--- src/common/dcd_pkg.sv ---
// Operation
// RL1 - byte 00 is chip reset, byte 01 deselects every drive
// RL2 - 0000001x is restore; bit 0 picks buffered or normal seek
// RL3 - 0000010x steps in one cylinder, 0000011x steps out one cylinder
// RL4 - 0001xxxx polls drives; bits 3..0 enable polling of drives 3..0
// RL5 - 001xxxxx selects drive; bit 4 head-load delay, low bits type and unit
// RL6 - 0100xxxx sets the register pointer to the low four bits
// RL7 - 01010xxx seek/read ID; step enable, wait complete, verify ID
// RL8 - 0101100x reads physical sectors; bit 0 enables transfer
// RL9 - 0101101x reads track; bit 0 all data or only ID fields
// RL10 - 010111xx reads logical sectors; bit 1 no implied seek, bit 0 transfer
// RL11 - 011xxxxx formats track; deleted mark, reduced current, precomp value
// RL12 - 1xxxxxxx writes sectors; seek off, logical, marks, current, precomp
// RL13 - 00001xxx tape backup; host supplies precomp or zeros in bits 1..0; code latches bits 2..0 as precomp
// RL14 - size code gives 128 shl code bytes; codes 4..7 hard disk only
// RL15 - ECC type 0000,1111,1110,1101 means 4,5,6,7 ECC bytes
// RL16 - five to seven ECC bytes need external ECC logic; code raises eccExternal only in hard disk selectable formats
// RL17 - fixed-size head byte: 0, size bits 1..0, cylinder bit 8, head
// RL18 - selectable-size head byte: bad flag, cylinder bits 10..8, head
// RL19 - selectable ID: ident, cylinder, head, sector, ECC type and size
// RL20 - single-density ID: track, side, sector, size byte low three bits
// RL21 - double-density ID: ident, track, side, sector, size byte
// RL22 - command is one host byte decoded top bits first, first match wins
package dcd_pkg;
  typedef enum logic [3:0] {
    DCD_NONE = 4'h0, DCD_RESET = 4'h1, DCD_DESEL = 4'h2, DCD_RESTORE = 4'h3,
    DCD_STEPIN = 4'h4, DCD_STEPOUT = 4'h5, DCD_POLL = 4'h6, DCD_SELECT = 4'h7,
    DCD_SETPTR = 4'h8, DCD_SEEKID = 4'h9, DCD_RDPHYS = 4'hA, DCD_RDTRK = 4'hB,
    DCD_RDLOG = 4'hC, DCD_FORMAT = 4'hD, DCD_WRITE = 4'hE, DCD_TAPE = 4'hF
  } dcd_cmd_e;
  // register map, byte addresses
  localparam logic [11:0] DCD_CMD_OFS = 12'h000;
  localparam logic [11:0] DCD_DEC_OFS = 12'h004;
  localparam logic [11:0] DCD_FLD_OFS = 12'h008;
  localparam logic [11:0] DCD_IDIN_OFS = 12'h00C;
  localparam logic [11:0] DCD_IDOUT_OFS = 12'h010;
  localparam logic [11:0] DCD_ID2_OFS = 12'h014;
  localparam logic [7:0] DCD_CMD_RST = 8'hFF;
  localparam logic [3:0] DCD_ECC4 = 4'h0;
  localparam logic [3:0] DCD_ECC5 = 4'hF;
  localparam logic [3:0] DCD_ECC6 = 4'hE;
  localparam logic [3:0] DCD_ECC7 = 4'hD;
  localparam logic [14:0] DCD_SIZE_BASE = 15'h0080;
  localparam int DCD_FD_MAXCODE = 3;
endpackage : dcd_pkg

--- src/dcd_top.sv ---
`timescale 1ns/10ps
module dcd_top
  import dcd_pkg::*;
(
  // clock and reset
  input wire logic clock,
  input wire logic arst_n,
  // apb slave
  input wire logic psel,
  input wire logic penable,
  input wire logic pwrite,
  input wire logic [11:0] paddr,
  input wire logic [31:0] pwdata,
  output logic [31:0] prdata,
  output logic pready,
  output logic pslverr,
  // decoded command pulses and fields
  output logic cmdStrobe,
  output logic [3:0] cmdCode,
  output logic chipReset,
  output logic eccExternal
);
  typedef struct packed {
    logic [7:0] cmd;
    logic [3:0] code;
    logic strobe;
    logic [31:0] rdata;
    logic [3:0] regPtr;
    logic [3:0] pollMask;
    logic [4:0] selDrive;
    logic buffered;
    logic [2:0] seekFlags;
    logic [4:0] wrFlags;
    logic [2:0] precomp;
    logic [1:0] rdFlags;
    logic [31:0] idIn;
  } dcd_state_s;
  dcd_state_s st;
  dcd_state_s next_st;
  logic wrAcc;
  logic rdAcc;
  logic cmdWr;
  logic [3:0] dec;
  logic [2:0] sizeCode;
  logic [3:0] eccType;
  logic hardDisk;
  logic userFmt;
  logic [14:0] sectorBytes;
  logic sizeValid;
  logic [2:0] eccBytes;
  logic eccValid;
  logic [7:0] headFixed;
  logic [7:0] headUser;
  logic [7:0] sizeByte;

  // access phase strobes; zero wait states
  assign wrAcc = psel && penable && pwrite;
  assign rdAcc = psel && penable && !pwrite;
  assign cmdWr = wrAcc && paddr == DCD_CMD_OFS;
  assign pready = 1'b1;
  assign pslverr = 1'b0;

  // decode from the top bits down, first match wins
  function automatic logic [3:0] decode(input logic [7:0] c);
    logic [3:0] r;
    r = DCD_NONE;
    if (c[7]) r = DCD_WRITE; // RL22 RL12
    else if (c[6:5] == 2'b11) r = DCD_FORMAT; // RL11
    else if (c[6:4] == 3'b101 && c[3:2] == 2'b11) r = DCD_RDLOG; // RL10
    else if (c[6:1] == 6'b101101) r = DCD_RDTRK; // RL9
    else if (c[6:1] == 6'b101100) r = DCD_RDPHYS; // RL8
    else if (c[6:3] == 4'b1010) r = DCD_SEEKID; // RL7
    else if (c[6:4] == 3'b100) r = DCD_SETPTR; // RL6
    else if (c[6:5] == 2'b01) r = DCD_SELECT; // RL5
    else if (c[6:4] == 3'b001) r = DCD_POLL; // RL4
    else if (c[6:3] == 4'b0001) r = DCD_TAPE; // RL13
    else if (c[6:1] == 6'b000011) r = DCD_STEPOUT; // RL3
    else if (c[6:1] == 6'b000010) r = DCD_STEPIN; // RL3
    else if (c[6:1] == 6'b000001) r = DCD_RESTORE; // RL2
    else if (c[0]) r = DCD_DESEL; // RL1
    else r = DCD_RESET; // RL1
    return r;
  endfunction : decode

  assign dec = decode(pwdata[7:0]);

  // id field helpers from the id input register
  assign hardDisk = st.idIn[31];
  assign userFmt = st.idIn[30];
  assign sizeCode = st.idIn[2:0];
  assign eccType = st.idIn[7:4];
  assign sectorBytes = DCD_SIZE_BASE << sizeCode; // RL14
  assign sizeValid = hardDisk || (int'(sizeCode) <= DCD_FD_MAXCODE); // RL14

  // ecc type to byte count; unlisted codes flag invalid
  always_comb begin
    eccBytes = 3'h4;
    eccValid = 1'b1;
    unique case (eccType)
      DCD_ECC4: eccBytes = 3'h4; // RL15
      DCD_ECC5: eccBytes = 3'h5; // RL15
      DCD_ECC6: eccBytes = 3'h6; // RL15
      DCD_ECC7: eccBytes = 3'h7; // RL15
      default: eccValid = 1'b0;
    endcase
  end
  // only the four byte code is internal, rest needs outside help in hard disk selectable formats
  assign eccExternal = hardDisk && userFmt && eccValid && (eccType != DCD_ECC4); // RL16

  // head bytes built from cylinder [18:8], head [23:20], bad flag [24]
  assign headFixed = {1'b0, sizeCode[1:0], st.idIn[16], st.idIn[23:20]}; // RL17
  assign headUser = {st.idIn[24], st.idIn[18:16], st.idIn[23:20]}; // RL18
  assign sizeByte = {eccType, 1'b0, sizeCode}; // RL19

  // next state
  always_comb begin
    next_st = st;
    next_st.strobe = 1'b0;
    if (wrAcc && paddr == DCD_CMD_OFS) begin
      next_st.cmd = pwdata[7:0]; // RL22
      next_st.code = dec;
      next_st.strobe = 1'b1;
      unique case (dec)
        DCD_RESTORE, DCD_STEPIN, DCD_STEPOUT: next_st.buffered = pwdata[0]; // RL2 RL3
        DCD_POLL: next_st.pollMask = pwdata[3:0]; // RL4
        DCD_SELECT: next_st.selDrive = pwdata[4:0]; // RL5
        DCD_SETPTR: next_st.regPtr = pwdata[3:0]; // RL6
        DCD_SEEKID: next_st.seekFlags = pwdata[2:0]; // RL7
        DCD_RDPHYS, DCD_RDTRK: next_st.rdFlags = {1'b0, pwdata[0]}; // RL8 RL9
        DCD_RDLOG: next_st.rdFlags = pwdata[1:0]; // RL10
        DCD_FORMAT: begin
          next_st.wrFlags = {3'h0, pwdata[4:3]}; // RL11
          next_st.precomp = pwdata[2:0];
        end
        DCD_WRITE: begin
          next_st.wrFlags = {pwdata[6:5], 1'b1, pwdata[4:3]}; // RL12
          next_st.precomp = pwdata[2:0];
        end
        DCD_TAPE: next_st.precomp = pwdata[2:0]; // RL13
        DCD_RESET: begin
          next_st.pollMask = 4'h0; // RL1
          next_st.selDrive = 5'h00;
          next_st.regPtr = 4'h0;
        end
        DCD_DESEL: next_st.selDrive = 5'h00; // RL1
        default: next_st.code = DCD_NONE;
      endcase
    end
    if (wrAcc && paddr == DCD_IDIN_OFS) next_st.idIn = pwdata;
    // read mux, registered for a flop-driven data bus
    next_st.rdata = 32'h0;
    if (psel && !penable && !pwrite) begin
      unique case (paddr)
        DCD_CMD_OFS: next_st.rdata = {24'h0, st.cmd};
        DCD_DEC_OFS: next_st.rdata = {20'h0, st.regPtr, st.pollMask, st.code};
        DCD_FLD_OFS: next_st.rdata = {9'h0, st.selDrive, st.buffered, st.seekFlags,
                                      st.wrFlags, st.precomp, st.rdFlags, 4'h0};
        DCD_IDIN_OFS: next_st.rdata = st.idIn;
        DCD_IDOUT_OFS: next_st.rdata = {eccValid, eccBytes, sizeValid, sectorBytes,
                                        headUser, 2'h0, eccExternal, 1'b0};
        DCD_ID2_OFS: next_st.rdata = {8'h0, sizeByte, headFixed,
                                      5'h00, sizeCode}; // RL20 RL21
        default: next_st.rdata = 32'h0;
      endcase
    end
  end

  // single state register
  always_ff @(posedge clock or negedge arst_n) begin
    if (!arst_n) begin
      st <= '0;
      st.cmd <= DCD_CMD_RST;
    end else begin
      st <= next_st;
    end
  end

  assign prdata = st.rdata;
  assign cmdStrobe = st.strobe;
  assign cmdCode = st.code;
  assign chipReset = st.strobe && st.code == DCD_RESET;

  // each command byte is judged one cycle after the write lands
  chk_reset_cmd: assert property (@(posedge clock) disable iff (!arst_n) // RL1
    cmdWr && pwdata[7:0] == 8'h00
      |=> chipReset)
    else $error("zero byte did not reset");

  chk_reset_clear: assert property (@(posedge clock) disable iff (!arst_n) // RL1
    cmdWr && pwdata[7:0] == 8'h00
      |=> st.pollMask == 4'h0 && st.selDrive == 5'h00 && st.regPtr == 4'h0)
    else $error("chip reset left state");

  chk_desel_dec: assert property (@(posedge clock) disable iff (!arst_n) // RL1
    cmdWr && pwdata[7:0] == 8'h01
      |=> cmdCode == DCD_DESEL && !chipReset)
    else $error("deselect not decoded");

  chk_desel_drive: assert property (@(posedge clock) disable iff (!arst_n) // RL1
    cmdWr && pwdata[7:0] == 8'h01
      |=> st.selDrive == 5'h00)
    else $error("drive still selected");

  chk_restore_dec: assert property (@(posedge clock) disable iff (!arst_n) // RL2
    cmdWr && pwdata[7:1] == 7'h01
      |=> cmdCode == DCD_RESTORE)
    else $error("restore not decoded");

  chk_restore_mode: assert property (@(posedge clock) disable iff (!arst_n) // RL2
    cmdWr && pwdata[7:1] == 7'h01
      |=> st.buffered == $past(pwdata[0]))
    else $error("restore seek mode wrong");

  chk_stepin_dec: assert property (@(posedge clock) disable iff (!arst_n) // RL3
    cmdWr && pwdata[7:1] == 7'h02
      |=> cmdCode == DCD_STEPIN)
    else $error("step in not decoded");

  chk_stepout_dec: assert property (@(posedge clock) disable iff (!arst_n) // RL3
    cmdWr && pwdata[7:1] == 7'h03
      |=> cmdCode == DCD_STEPOUT)
    else $error("step out not decoded");

  chk_step_mode: assert property (@(posedge clock) disable iff (!arst_n) // RL3
    cmdWr && pwdata[7:2] == 6'h01
      |=> st.buffered == $past(pwdata[0]))
    else $error("step seek mode wrong");

  chk_poll_dec: assert property (@(posedge clock) disable iff (!arst_n) // RL4
    cmdWr && pwdata[7:4] == 4'h1
      |=> cmdCode == DCD_POLL)
    else $error("poll not decoded");

  chk_poll_mask: assert property (@(posedge clock) disable iff (!arst_n) // RL4
    cmdWr && pwdata[7:4] == 4'h1
      |=> st.pollMask == $past(pwdata[3:0]))
    else $error("poll mask wrong");

  chk_select_dec: assert property (@(posedge clock) disable iff (!arst_n) // RL5
    cmdWr && pwdata[7:5] == 3'h1
      |=> cmdCode == DCD_SELECT)
    else $error("select not decoded");

  chk_select_unit: assert property (@(posedge clock) disable iff (!arst_n) // RL5
    cmdWr && pwdata[7:5] == 3'h1
      |=> st.selDrive == $past(pwdata[4:0]))
    else $error("selected unit wrong");

  chk_ptr_dec: assert property (@(posedge clock) disable iff (!arst_n) // RL6
    cmdWr && pwdata[7:4] == 4'h4
      |=> cmdCode == DCD_SETPTR)
    else $error("pointer set not decoded");

  chk_ptr_load: assert property (@(posedge clock) disable iff (!arst_n) // RL6
    cmdWr && pwdata[7:4] == 4'h4
      |=> st.regPtr == $past(pwdata[3:0]))
    else $error("pointer wrong");

  chk_seek_dec: assert property (@(posedge clock) disable iff (!arst_n) // RL7
    cmdWr && pwdata[7:3] == 5'h0A
      |=> cmdCode == DCD_SEEKID)
    else $error("seek not decoded");

  chk_seek_flags: assert property (@(posedge clock) disable iff (!arst_n) // RL7
    cmdWr && pwdata[7:3] == 5'h0A
      |=> st.seekFlags == $past(pwdata[2:0]))
    else $error("seek flags wrong");

  chk_rdphys_dec: assert property (@(posedge clock) disable iff (!arst_n) // RL8
    cmdWr && pwdata[7:1] == 7'h2C
      |=> cmdCode == DCD_RDPHYS)
    else $error("physical read not decoded");

  chk_rdphys_xfer: assert property (@(posedge clock) disable iff (!arst_n) // RL8
    cmdWr && pwdata[7:1] == 7'h2C
      |=> st.rdFlags == {1'b0, $past(pwdata[0])})
    else $error("physical read transfer wrong");

  chk_rdtrk_dec: assert property (@(posedge clock) disable iff (!arst_n) // RL9
    cmdWr && pwdata[7:1] == 7'h2D
      |=> cmdCode == DCD_RDTRK)
    else $error("track read not decoded");

  chk_rdtrk_mode: assert property (@(posedge clock) disable iff (!arst_n) // RL9
    cmdWr && pwdata[7:1] == 7'h2D
      |=> st.rdFlags[0] == $past(pwdata[0]))
    else $error("track read mode wrong");

  chk_rdlog_dec: assert property (@(posedge clock) disable iff (!arst_n) // RL10
    cmdWr && pwdata[7:2] == 6'h17
      |=> cmdCode == DCD_RDLOG)
    else $error("logical read wrong");

  chk_rdlog_flags: assert property (@(posedge clock) disable iff (!arst_n) // RL10
    cmdWr && pwdata[7:2] == 6'h17
      |=> st.rdFlags == $past(pwdata[1:0]))
    else $error("logical read flags wrong");

  chk_format_dec: assert property (@(posedge clock) disable iff (!arst_n) // RL11
    cmdWr && pwdata[7:5] == 3'h3
      |=> cmdCode == DCD_FORMAT)
    else $error("format not decoded");

  chk_format_flags: assert property (@(posedge clock) disable iff (!arst_n) // RL11
    cmdWr && pwdata[7:5] == 3'h3
      |=> st.wrFlags == {3'h0, $past(pwdata[4:3])} && st.precomp == $past(pwdata[2:0]))
    else $error("format flags wrong");

  chk_write_dec: assert property (@(posedge clock) disable iff (!arst_n) // RL12
    cmdWr && pwdata[7]
      |=> cmdCode == DCD_WRITE)
    else $error("write not decoded");

  chk_write_flags: assert property (@(posedge clock) disable iff (!arst_n) // RL12
    cmdWr && pwdata[7]
      |=> st.wrFlags == {$past(pwdata[6:5]), 1'b1, $past(pwdata[4:3])})
    else $error("write flags wrong");

  chk_write_precomp: assert property (@(posedge clock) disable iff (!arst_n) // RL12
    cmdWr && pwdata[7]
      |=> st.precomp == $past(pwdata[2:0]))
    else $error("write precomp wrong");

  chk_tape_dec: assert property (@(posedge clock) disable iff (!arst_n) // RL13
    cmdWr && pwdata[7:3] == 5'h01
      |=> cmdCode == DCD_TAPE)
    else $error("tape not decoded");

  chk_tape_precomp: assert property (@(posedge clock) disable iff (!arst_n) // RL13
    cmdWr && pwdata[7:3] == 5'h01
      |=> st.precomp == $past(pwdata[2:0]))
    else $error("tape precomp wrong");

  chk_size_min: assert property (@(posedge clock) disable iff (!arst_n) // RL14
    sizeCode == 3'h0
      |-> sectorBytes == DCD_SIZE_BASE)
    else $error("smallest sector size wrong");

  chk_size_max: assert property (@(posedge clock) disable iff (!arst_n) // RL14
    sizeCode == 3'h7
      |-> sectorBytes == 15'h4000)
    else $error("largest sector size wrong");

  chk_floppy_size: assert property (@(posedge clock) disable iff (!arst_n) // RL14
    !hardDisk && sizeCode[2]
      |-> !sizeValid)
    else $error("floppy size code accepted");

  chk_ecc_four: assert property (@(posedge clock) disable iff (!arst_n) // RL15
    eccType == DCD_ECC4
      |-> eccBytes == 3'h4 && eccValid)
    else $error("four byte ecc wrong");

  chk_ecc_seven: assert property (@(posedge clock) disable iff (!arst_n) // RL15
    eccType == DCD_ECC7
      |-> eccBytes == 3'h7 && eccValid)
    else $error("seven byte ecc wrong");

  chk_ecc_ext: assert property (@(posedge clock) disable iff (!arst_n) // RL16
    eccExternal
      |-> eccBytes > 3'h4)
    else $error("external ecc for four bytes");

  chk_head_fixed: assert property (@(posedge clock) disable iff (!arst_n) // RL17
    headFixed[7] == 1'b0
      && headFixed[4] == st.idIn[16])
    else $error("fixed head byte wrong");

  chk_head_user: assert property (@(posedge clock) disable iff (!arst_n) // RL18
    headUser[7] == st.idIn[24]
      && headUser[6:4] == st.idIn[18:16])
    else $error("selectable head byte wrong");

  chk_size_byte: assert property (@(posedge clock) disable iff (!arst_n) // RL19
    sizeByte[2:0] == sizeCode
      && sizeByte[7:4] == eccType)
    else $error("size byte wrong");

  chk_strobe_one: assert property (@(posedge clock) disable iff (!arst_n) // RL22
    cmdStrobe
      |=> !cmdStrobe || $past(wrAcc))
    else $error("strobe stuck");

  chk_rdata_idle: assert property (@(posedge clock) disable iff (!arst_n) // RL22
    !rdAcc
      |-> prdata == 32'h0)
    else $error("read data outside access");
endmodule : dcd_top

--- config.mk ---
export PLATFORM = sky130hd
export DESIGN_NAME = dcd_top
export DESIGN_NICKNAME = d
export VERILOG_FILES = /design/src/common/dcd_pkg.sv /design/src/dcd_top.sv
export SDC_FILE = /design/constraint.sdc
export NUM_CORES = 1
export LEC_CHECK = 0
export BUFFER_PORTS_ARGS = -buffer_cell sky130_fd_sc_hd__buf_2
export CAP_MARGIN = 10
export CORE_MARGIN = 2
export CORE_UTILIZATION = 51
export CTS_CLUSTER_SIZE = 25
export DETAILED_ROUTE_END_ITERATION = 7
export PLACE_DENSITY = 0.76
export SLEW_MARGIN = 0
export SYNTH_ARGS = -nofsm -noshare
export SYNTH_HDL_FRONTEND = slang
export SYNTH_SLANG_ARGS = --single-unit
--- constraint.sdc ---
create_clock -name clock -period 1.4 [get_ports clock]
set_input_delay 0.28 -clock clock [delete_from_list [all_inputs] [get_ports clock]]
set_output_delay 0.28 -clock clock [all_outputs]
set_load 0.01 [all_outputs]
Word-level counts from Yosys, hierarchy flattened
Index checks and enable logic that the tools add are counted.
{ "word_totals": {"out_inout_bits": 41, "latchBits": 0, "memories": 0, "ram_bits": 0, "input_bits": 49, "rom_bits": 0, "ff_bits": 104} }
{ "classes": {"n_addsub": 0, "n_bitwise": 0, "order_cmp": 1, "n_shift": 1, "n_reduce_logical": 36, "muxes": 25, "mul": 0, "n_eq_ne": 37, "div_mod_pow": 0} }
{ "op_table": {"columns": ["operator", "n"], "rows": [
  ["32-bit case mux with 6 select lines", 1],
  ["4-bit equality test (second input constant)", 12],
  ["4-bit 2-to-1 mux", 11],
  ["32-bit 2-to-1 mux", 1],
  ["12-bit by 4-bit equality test with 1-bit output (second input constant)", 2],
  ["12-bit by 5-bit equality test with 1-bit output (second input constant)", 2],
  ["5-bit case mux with 2 select lines", 2],
  ["4-bit by 3-bit equality test with 1-bit output (second input constant)", 4],
  ["4-bit case mux with 2 select lines", 2],
  ["2-bit AND reduction", 8],
  ["15-bit OR reduction", 1],
  ["8-bit by 3-bit left shift with 15-bit output (first input constant)", 1],
  ["12-bit by 3-bit equality test with 1-bit output (second input constant)", 1],
  ["4-bit by 1-bit equality test with 1-bit output (second input constant)", 3],
  ["6-bit by 2-bit equality test with 1-bit output (second input constant)", 2],
  ["6-bit equality test (second input constant)", 2],
  ["12-bit zero test", 1],
  ["1-bit logical AND", 11],
  ["2-bit nonzero test", 5],
  ["4-bit by 2-bit equality test with 1-bit output (second input constant)", 2],
  ["3-bit equality test (second input constant)", 2],
  ["6-bit by 1-bit equality test with 1-bit output (second input constant)", 1],
  ["3-bit 2-to-1 mux", 2],
  ["2-bit case mux with 3 select lines", 1],
  ["other kinds (14)", 20]
]} }

Logic depth before layout (Yosys ltp)
Gate-level depths: netlist of the first run.
{ "depth": {"ltp_word": 18, "ltp_mapped": 8, "depth_no_buf": 6} }

Worst setup path after synthesis of the first run
OpenSTA, ideal clock, no wires.
{ "synth_path": {"path_kind": "input to register", "start": "input port pwdata[2]", "end": "register st[37] (netlist name)", "setup_slack_ns": -0.638, "required_time_ns": 1.272, "cell_stages": 7, "setup_ns": 0.128, "arrival_time_ns": 1.910, "path_cell_list": "buf_2 nor2b_1 o21ai_1 a221oi_4 a2111oi_4 a21boi_4 mux2_1"} }
{ "synth_between": {"elab_chain_cells": 17} }
{ "synth_rtl": {"columns": ["item", "line", "source"], "rows": [
  ["start: declaration", "dcd_top.sv:13", "input wire logic [31:0] pwdata,"],
  ["6-bit by 1-bit equality test with 1-bit output", "dcd_top.sv:79", "else if (c[6:1] == 6'b000001) r = DCD_RESTORE;"],
  ["2-bit 2-to-1 mux", "dcd_top.sv:79", null],
  ["3-bit 2-to-1 mux", "dcd_top.sv:78", "else if (c[6:1] == 6'b000010) r = DCD_STEPIN;"],
  ["3-bit 2-to-1 mux", "dcd_top.sv:77", "else if (c[6:1] == 6'b000011) r = DCD_STEPOUT;"],
  ["4-bit 2-to-1 mux", "dcd_top.sv:76", "else if (c[6:3] == 4'b0001) r = DCD_TAPE;"],
  ["4-bit 2-to-1 mux", "dcd_top.sv:75", "else if (c[6:4] == 3'b001) r = DCD_POLL;"],
  ["4-bit 2-to-1 mux", "dcd_top.sv:74", "else if (c[6:5] == 2'b01) r = DCD_SELECT;"],
  ["4-bit 2-to-1 mux", "dcd_top.sv:73", "else if (c[6:4] == 3'b100) r = DCD_SETPTR;"],
  ["4-bit 2-to-1 mux", "dcd_top.sv:72", "else if (c[6:3] == 4'b1010) r = DCD_SEEKID;"],
  ["4-bit 2-to-1 mux", "dcd_top.sv:71", "else if (c[6:1] == 6'b101100) r = DCD_RDPHYS;"],
  ["4-bit 2-to-1 mux", "dcd_top.sv:70", "else if (c[6:1] == 6'b101101) r = DCD_RDTRK;"],
  ["4-bit 2-to-1 mux *", "dcd_top.sv:69", "else if (c[6:4] == 3'b101 && c[3:2] == 2'b11) r = DCD_RDLOG;"],
  ["4-bit 2-to-1 mux *", "dcd_top.sv:68", "else if (c[6:5] == 2'b11) r = DCD_FORMAT;"],
  ["4-bit 2-to-1 mux *", "dcd_top.sv:67", "if (c[7]) r = DCD_WRITE;"],
  ["4-bit equality test", "dcd_top.sv:123", "unique case (dec)"],
  ["2-bit nonzero test (no line) *", null, null],
  ["2-bit AND reduction (no line) *", null, null],
  ["end signal: assignment", "dcd_top.sv:174", "st <= next_st;"],
  ["end: declaration", "dcd_top.sv:38", "dcd_state_s st;"]
]} }
Mark *: on every way between the ends. The rest lies on a longest branch, timed or not.
A chain may end at the register's enable or synchronous reset.

Worst setup path in the final report of the first run
Ends and elaborated chain as after synthesis.

==> results of run 1 <==
## Yosys cell counts, drive strengths merged, types with 3 or more instances
cell / number / share of area
dfrtp: 96 / 0.47
mux2: 60 / 0.13
buf: 54 / 0.071
nor2: 45 / 0.033
nand2: 18 / 0.013
clkbuf: 17 / 0.012
a21oi: 15 / 0.015
a222oi: 15 / 0.029
o21ai: 11 / 0.011
mux2i: 10 / 0.020
nor3: 10 / 0.0098
a22o: 9 / 0.015
a22oi: 9 / 0.014
dfstp: 8 / 0.041
and3: 7 / 0.0086
a32oi: 6 / 0.012
and4: 5 / 0.0086
nor2b: 5 / 0.0061
nor4: 5 / 0.0061
inv: 4 / 0.0029
nand3b: 4 / 0.0059
a211oi: 3 / 0.0054
## cell families after synthesis
family	count (synthesis)	share of synthesized area
other	2	0.00147
and+or+nand+nor	110	0.106
muxes	70	0.151
buffers and inverters	75	0.0862
DFF	104	0.510
xor gates and xnor gates	3	0.00513
AOI/OAI and AO/OA	86	0.140
## state kept, by name, summed over array words and instances, names as in the netlist
register,flops
hardDisk,1
headUser,3
headFixed,7
cmdCode,4
eccType,4
cmdStrobe,1
prdata,32
sizeByte,1
st,51
## power by group through the flow
| stage | Sequential (uW) | Combinational (uW) | Clock (uW) |
|---|---|---|---|
| floorplan | 3060 | 199 | 0 |
| global placement | 3060 | 461 | 0 |
| detailed placement | 3060 | 472 | 0 |
| CTS | 3010 | 576 | 2080 |
| global route | 3010 | 675 | 2220 |
| finish | 3010 | 636 | 2070 |
## cell type report
| type | instances | area [um2] |
|---|---|---|
| multi-input combinational | 271 | 2590 |
| clock inverter | 5 | 87.6 |
| fill | 625 | 2380 |
| sequential | 104 | 2610 |
| tap | 133 | 166 |
| clock buffer | 11 | 131 |
| inverter | 4 | 15.0 |
| timing repair buffer | 216 | 1800 |
## per-layer routing
layer | up-vias | share of wire | global-route usage
met5 | - | 0 | 0
met1 | 2257 | 0.38 | 0.341
met4 | 0 | 0.041 | 0.101
li1 | 1923 | - | -
met2 | 235 | 0.52 | 0.469
met3 | 55 | 0.059 | 0.0576
## worst paths after layout
check | end | slack (ns)
max | st[37] | -0.23
min | st[9] | 0.13
max reg2reg | prdata[1] | -0.13
min reg2reg | st[102] | 0.47
max in group asynchronous | st[100] | 0.46
min in group asynchronous | prdata[7] | 0.33
## timing repair
| item | CTS | global route |
|---|---|---|
| hold endpoints to repair | 18 | 0 |
| buffers inserted | 25 | 23 |
| pin swaps | 28 | 46 |
| gates resized for setup | 82 | 62 |
| hold buffers | 1 | 0 |
| setup endpoints to repair | 86 | 91 |
| cloned | 5 | 5 |
## critical path, stage by stage
cell and delay [ns]:
buf_8 0.10, nand4bb_4 0.22, a22oi_2 0.20, nor2_2 0.09, a2111oi_4 0.37, a21boi_4 0.30
mux2_4 0.32
## metrics by stage
stage               area, um2  total power [uW]  cells  setup TNS, ns   util
floorplan                5470              3260    450         -17.90      -
global placement         6130              3530    674         -44.72  0.627
detailed placement       6130              3540    674         -46.80  0.627
CTS                      6930              5660    719          -4.16  0.709
global route             7400              5900    744         -11.64  0.757
finish                   7400              5710    744          -8.33  0.757
==> results.md, run 1 <==
* Outcome: finished, violations left
* Failing checks: negative setup slack
* Worst r2r path cells at 6
* RSZ-0062 raised after global routing: true
* CTS root buffer: clkbuf_8
* Initial Utilization at 0.524
* Peak supply drop at 0.000533 V
* Mapped Avg Cell Area at 11.4 um2
* Sequential power share at 0.526
* Hold Path Class: input port to register
* Setup crit end kind: register
* Kind of critical path: input port to register
* Syn Inst Count at 450
* Switch share at 0.241
* Core Area at 0.00977 mm2
* Clock Sinks at 104
* Setup-failing EPs final at 84
* Largest net degree at the start of global routing at 52
* Die Height at 104 um
* Sequential-to-total area share from yosys stat at 0.510
* Fmax at 0.613 GHz
* Ys flop type: dfrtp_1
* Reg2reg start: eccType[0]
* First-pass GRT wire length at 22.9 mm
* Comb power frac at 0.111
* Row Count at 36
* Most frequent cells in the layout: dfrtp_1 (96), buf_4 (94), buf_2 (70)
* Int Power at 4330 uW
* Slew Limit Fails at 0
* Die area at 0.0109 mm2
* Placement Setup Slack at -0.685 ns
* Hpwl dp at 9.62 mm
* Setup ws final at -0.232 ns
* Worst Path Max Fanout at 6
* Flops & latches, synth at 104
* Via/cell ratio at 6.01
* Syn_nets at 499
* I/O pin cnt at 90
* Hold Path Cell Cnt at 2
* Synth-to-Final Area Change at 44.4%
* Yosys warning total at 0
* Leak pwr at 0.00359 uW
* EDFF count, synth at 0
* Via count at 4,470
* First-pass iteration count of the detailed router at 6
* Commonest non-fill, non-tap cell in the layout: dfrtp_1
* Yosys cell types at 57
* PD cells at 772 mW/mm2
* Drt total wl at 16.4 mm
* Final nets at 655
* Share of cells above drive strength 1 at 0.624
* HP Start: pwdata[9]
* Gpl congestion at 0.891
* H-tree depth at 3
* Max cap viols at 0
* Total CTS buffers at 9
* Worst Path Required at 1.66 ns
* GRT Util Overall at 0.273
* Hold Vio Cnt, Final at 0
* Drt wl/cell at 22.1 um
* Fin crit share at 1.17
* WHS at 0.133 ns
* Ys async rst share at 1.00
* Arrival @ worst endpoint at 1.89 ns
* Clock network fraction of design power at 0.362
* Clock latency on the worst-skew pair at 0.37 ns
* Die Wd at 104 um
* CTS tree: yes
* Clock transition at path regs at 0.10 ns
* Synthesized cell area at 0.00512 mm2
* DR iter-0 viols at 427
* Number of global-route vias before repair at 4,308
* Post-route ant nets at 0
* CP Launch Type: input port
* Setup Skew at 0.00749 ns
* Psw at 1380 uW
* Port Buffers at 87
* Diodes inserted at 0
* Antenna violations before repair at 0
* GRT overflow at 0
* DRC errors left at 0
* Tmin final at 1.63 ns
* Worst setup startpoint: pwdata[2]
* Longest Clk Path Bufs at 2
(Power assumes the default switching activity.)
==> run 2: changes to the inputs <==
- CORE_ASPECT_RATIO: unset -> 0.7
==> run 2 against run 1 <==
  * The flow finishes with violations (design-rule violations, negative setup slack)
  * First-iteration DRC count up 49%
  * Critical endpoint is now prdata[11]
  * Sequential share of layout area down 1.5 points
  * Utilization rose by 3.7 points
  * Wire length increased by 7.1%
==> results.md, run 2 (synthesized netlist as in run 1, its figures left out) <==
* Longest Clk Path Bufs at 2 (unchanged)
* Worst-Margin Slew at 0.914 ns
* Share of cells above drive strength 1 at 0.639 (was 0.624)
* Via/cell ratio at 6.23 (was 6.01)
* Antenna violations before repair at 0 (unchanged)
* Final Util at 0.794 (was 0.757)
* First-pass GRT wire length at 24.7 mm (was 22.9 mm)
* Row Count at 30 (was 36)
* Commonest non-fill, non-tap cell in the layout: dfrtp_1 (unchanged)
* Arrival @ worst endpoint at 2.33 ns (was 1.89 ns)
* Peak supply drop at 0.000935 V (was 0.000533 V)
* Worst min-delay path endpoint: headFixed[2] (was st[9])
* Setup ws final at -0.679 ns (was -0.232 ns)
* GR Util met1 at 0.416 (was 0.341)
* GRT overflow at 0 (unchanged)
* Tmin final at 2.08 ns (was 1.63 ns)
* Die area at 0.0109 mm2 (about the same)
* Setup Skew at 0.00973 ns (was 0.00749 ns)
* DR iter-0 viols at 638 (was 427)
* HP Start: pwdata[22] (was pwdata[9])
* Gpl congestion at 0.993 (was 0.891)
* Kind of critical path: register to register (was input port to register)
* FF-to-FF End: prdata[11] (was prdata[1])
* Final nets at 654 (was 655)
* Clock transition at path regs at 0.08 ns (was 0.10 ns)
* Clock Sinks at 104 (unchanged)
* First-pass iteration count of the detailed router at 8 (was 6)
* Worst Path Required at 1.65 ns (was 1.66 ns)
* I/O pin cnt at 90 (unchanged)
* Slew Limit Fails at 0 (unchanged)
* Fill cells at 526 (was 625)
* Via count at 4,597 (was 4,470)
* Most frequent cells in the layout: dfrtp_1 (96), buf_4 (77), buf_2 (71) (was dfrtp_1 (96), buf_4 (94), buf_2 (70))
* Outcome: finished, violations left (unchanged)
* Hold Vio Cnt, Final at 0 (unchanged)
* Hold Path Class: input port to register (unchanged)
* H-tree depth at 3 (unchanged)
* PD cells at 838 mW/mm2 (was 772 mW/mm2)
* R2R setup slack at -0.68 ns (was -0.13 ns)
* Core Area at 0.00972 mm2 (was 0.00977 mm2)
* Max cap viols at 0 (unchanged)
* Dpl cell area at 0.00615 mm2 (was 0.00613 mm2)
* Top Usage Layer GRT: met2 (unchanged)
* CTS root buffer: clkbuf_16 (was clkbuf_8)
* Hold Path Cell Cnt at 2 (unchanged)
* Biggest register: st (unchanged)
* Die Wd at 124 um (was 104 um)
* Hpwl dp at 10.0 mm (was 9.62 mm)
* RSZ-0062 raised after global routing: true (unchanged)
* Number of global-route vias before repair at 4,409 (was 4,308)
* Worst Path Max Fanout at 2 (was 6)
* CTS tree: yes (unchanged)
* Synth-to-Final Area Change at 50.8% (was 44.4%)
* Setup-failing EPs final at 93 (was 84)
* Leak pwr at 0.00375 uW (was 0.00359 uW)
* Fin crit share at 1.49 (was 1.17)
* Setup crit end kind: register (unchanged)
* Port Buffers at 87 (unchanged)
* Slew margin rel. at 0.390
* GRT Util Overall at 0.313 (was 0.273)
* Fmax at 0.481 GHz (was 0.613 GHz)
* Post-route ant nets at 0 (unchanged)
* Die Height at 87.8 um (was 104 um)
* Clock latency on the worst-skew pair at 0.36 ns (was 0.37 ns)
* Worst r2r path cells at 5 (was 6)
* Diodes inserted at 0 (unchanged)
* Total CTS buffers at 9 (unchanged)
* Largest net degree at the start of global routing at 47 (was 52)
* DRC errors left at 7 (was 0)
* Max reg flops at 51 (unchanged)
* Drt total wl at 17.6 mm (was 16.4 mm)
* CP Launch Type: register (was input port)
* Initial Utilization at 0.527 (was 0.524)
* Failing checks: design-rule violations, negative setup slack (was negative setup slack)
* Reg2reg start: st[11] (was eccType[0])
* Drt wl/cell at 23.9 um (was 22.1 um)
* Met3 Use GR at 0.107 (was 0.0576)
* Final Cell Area at 0.00772 mm2 (was 0.00740 mm2)
* Met2 Usage GRT at 0.479 (was 0.469)
==> run 2: cell types whose count changed in the layout (fill, tap and decap cells not counted), moves of 5 or more <==
| cell | delta |
|---|---|
| clkbuf_8 | -9 |
| buf_8 | +5 |
| buf_4 | -17 |
| nor2_2 | +5 |
| mux2_2 | -7 |
| nand2_2 | -5 |
| buf_6 | +8 |
| clkbuf_16 | +7 |
| mux2_4 | +7 |
==> run 2: cell type report <==
class	count	area, um2	area share
Inverter	4	15.0	0.00194
Clock buffer	9	225	0.0292
Timing Repair Buffer	215	1900	0.246
Clock inverter	7	103	0.0133
Tap cell	128	160	0.0207
Multi-Input combinational cell	271	2710	0.351
Sequential cell	104	2610	0.338
==> run 2: repair_timing <==
item                                   in CTS  in global routing
pin swaps                                  51                 45
cloned                                      8                  0
hold buffers                                1                  0
endpoints found under the hold margin      15                  0
gates resized for setup                   122                 73
setup endpoints to repair                  93                 93
buffers inserted                           21                 19
==> run 2: report_power, final <==
part | total [uW] | switching, uW | leakage (uW) | internal (uW)
Combinational | 694 | 360 | 0.00218 | 334
Clock | 2770 | 1180 | 0.000157 | 1590
Sequential | 3010 | 1.94 | 0.00141 | 3010
==> run 2: worst max path at each step <==
stage                     startpoint  slack [ns]    endpoint
final                         st[11]       -0.68  prdata[11]
after CTS                  pwdata[2]       -0.27      st[38]
after global routing          st[11]       -0.53  prdata[11]
after detailed placement    paddr[3]       -0.78      st[42]
after global placement      paddr[3]       -0.72      st[43]
after floorplan            pwdata[2]       -0.56      st[37]
==> run 2: stage by stage <==
step                      setup WS (ns)  setup TNS (ns)  cells  total power (uW)  hold WS [ns]
after detailed placement         -0.781          -49.57    674              3530         0.164
after floorplan                  -0.557          -17.90    450              3260       -0.0156
after global placement           -0.720          -46.08    674              3520         0.161
after CTS                        -0.267           -9.50    720              6350         0.153
final                            -0.679          -12.81    738              6470         0.152
after global routing             -0.530          -17.58    738              6650         0.151
==> run 2: worst max-delay path, cell delays in order, from the launching register on <==
cell and delay, ns:
dfrtp_1 0.42, mux2_4 0.28, a22o_1 0.22, a222oi_1 0.78, buf_4 0.24, nor2_2 0.04
==> run 2: per-layer routing <==
| metal | wire (um) | vias up | share of wire |
|---|---|---|---|
| li1 | - | 1917 | - |
| met1 | 6670 | 2290 | 0.38 |
| met2 | 8210 | 320 | 0.47 |
| met3 | 2040 | 70 | 0.12 |
| met4 | 697 | 0 | 0.040 |
| met5 | 0 | - | 0 |
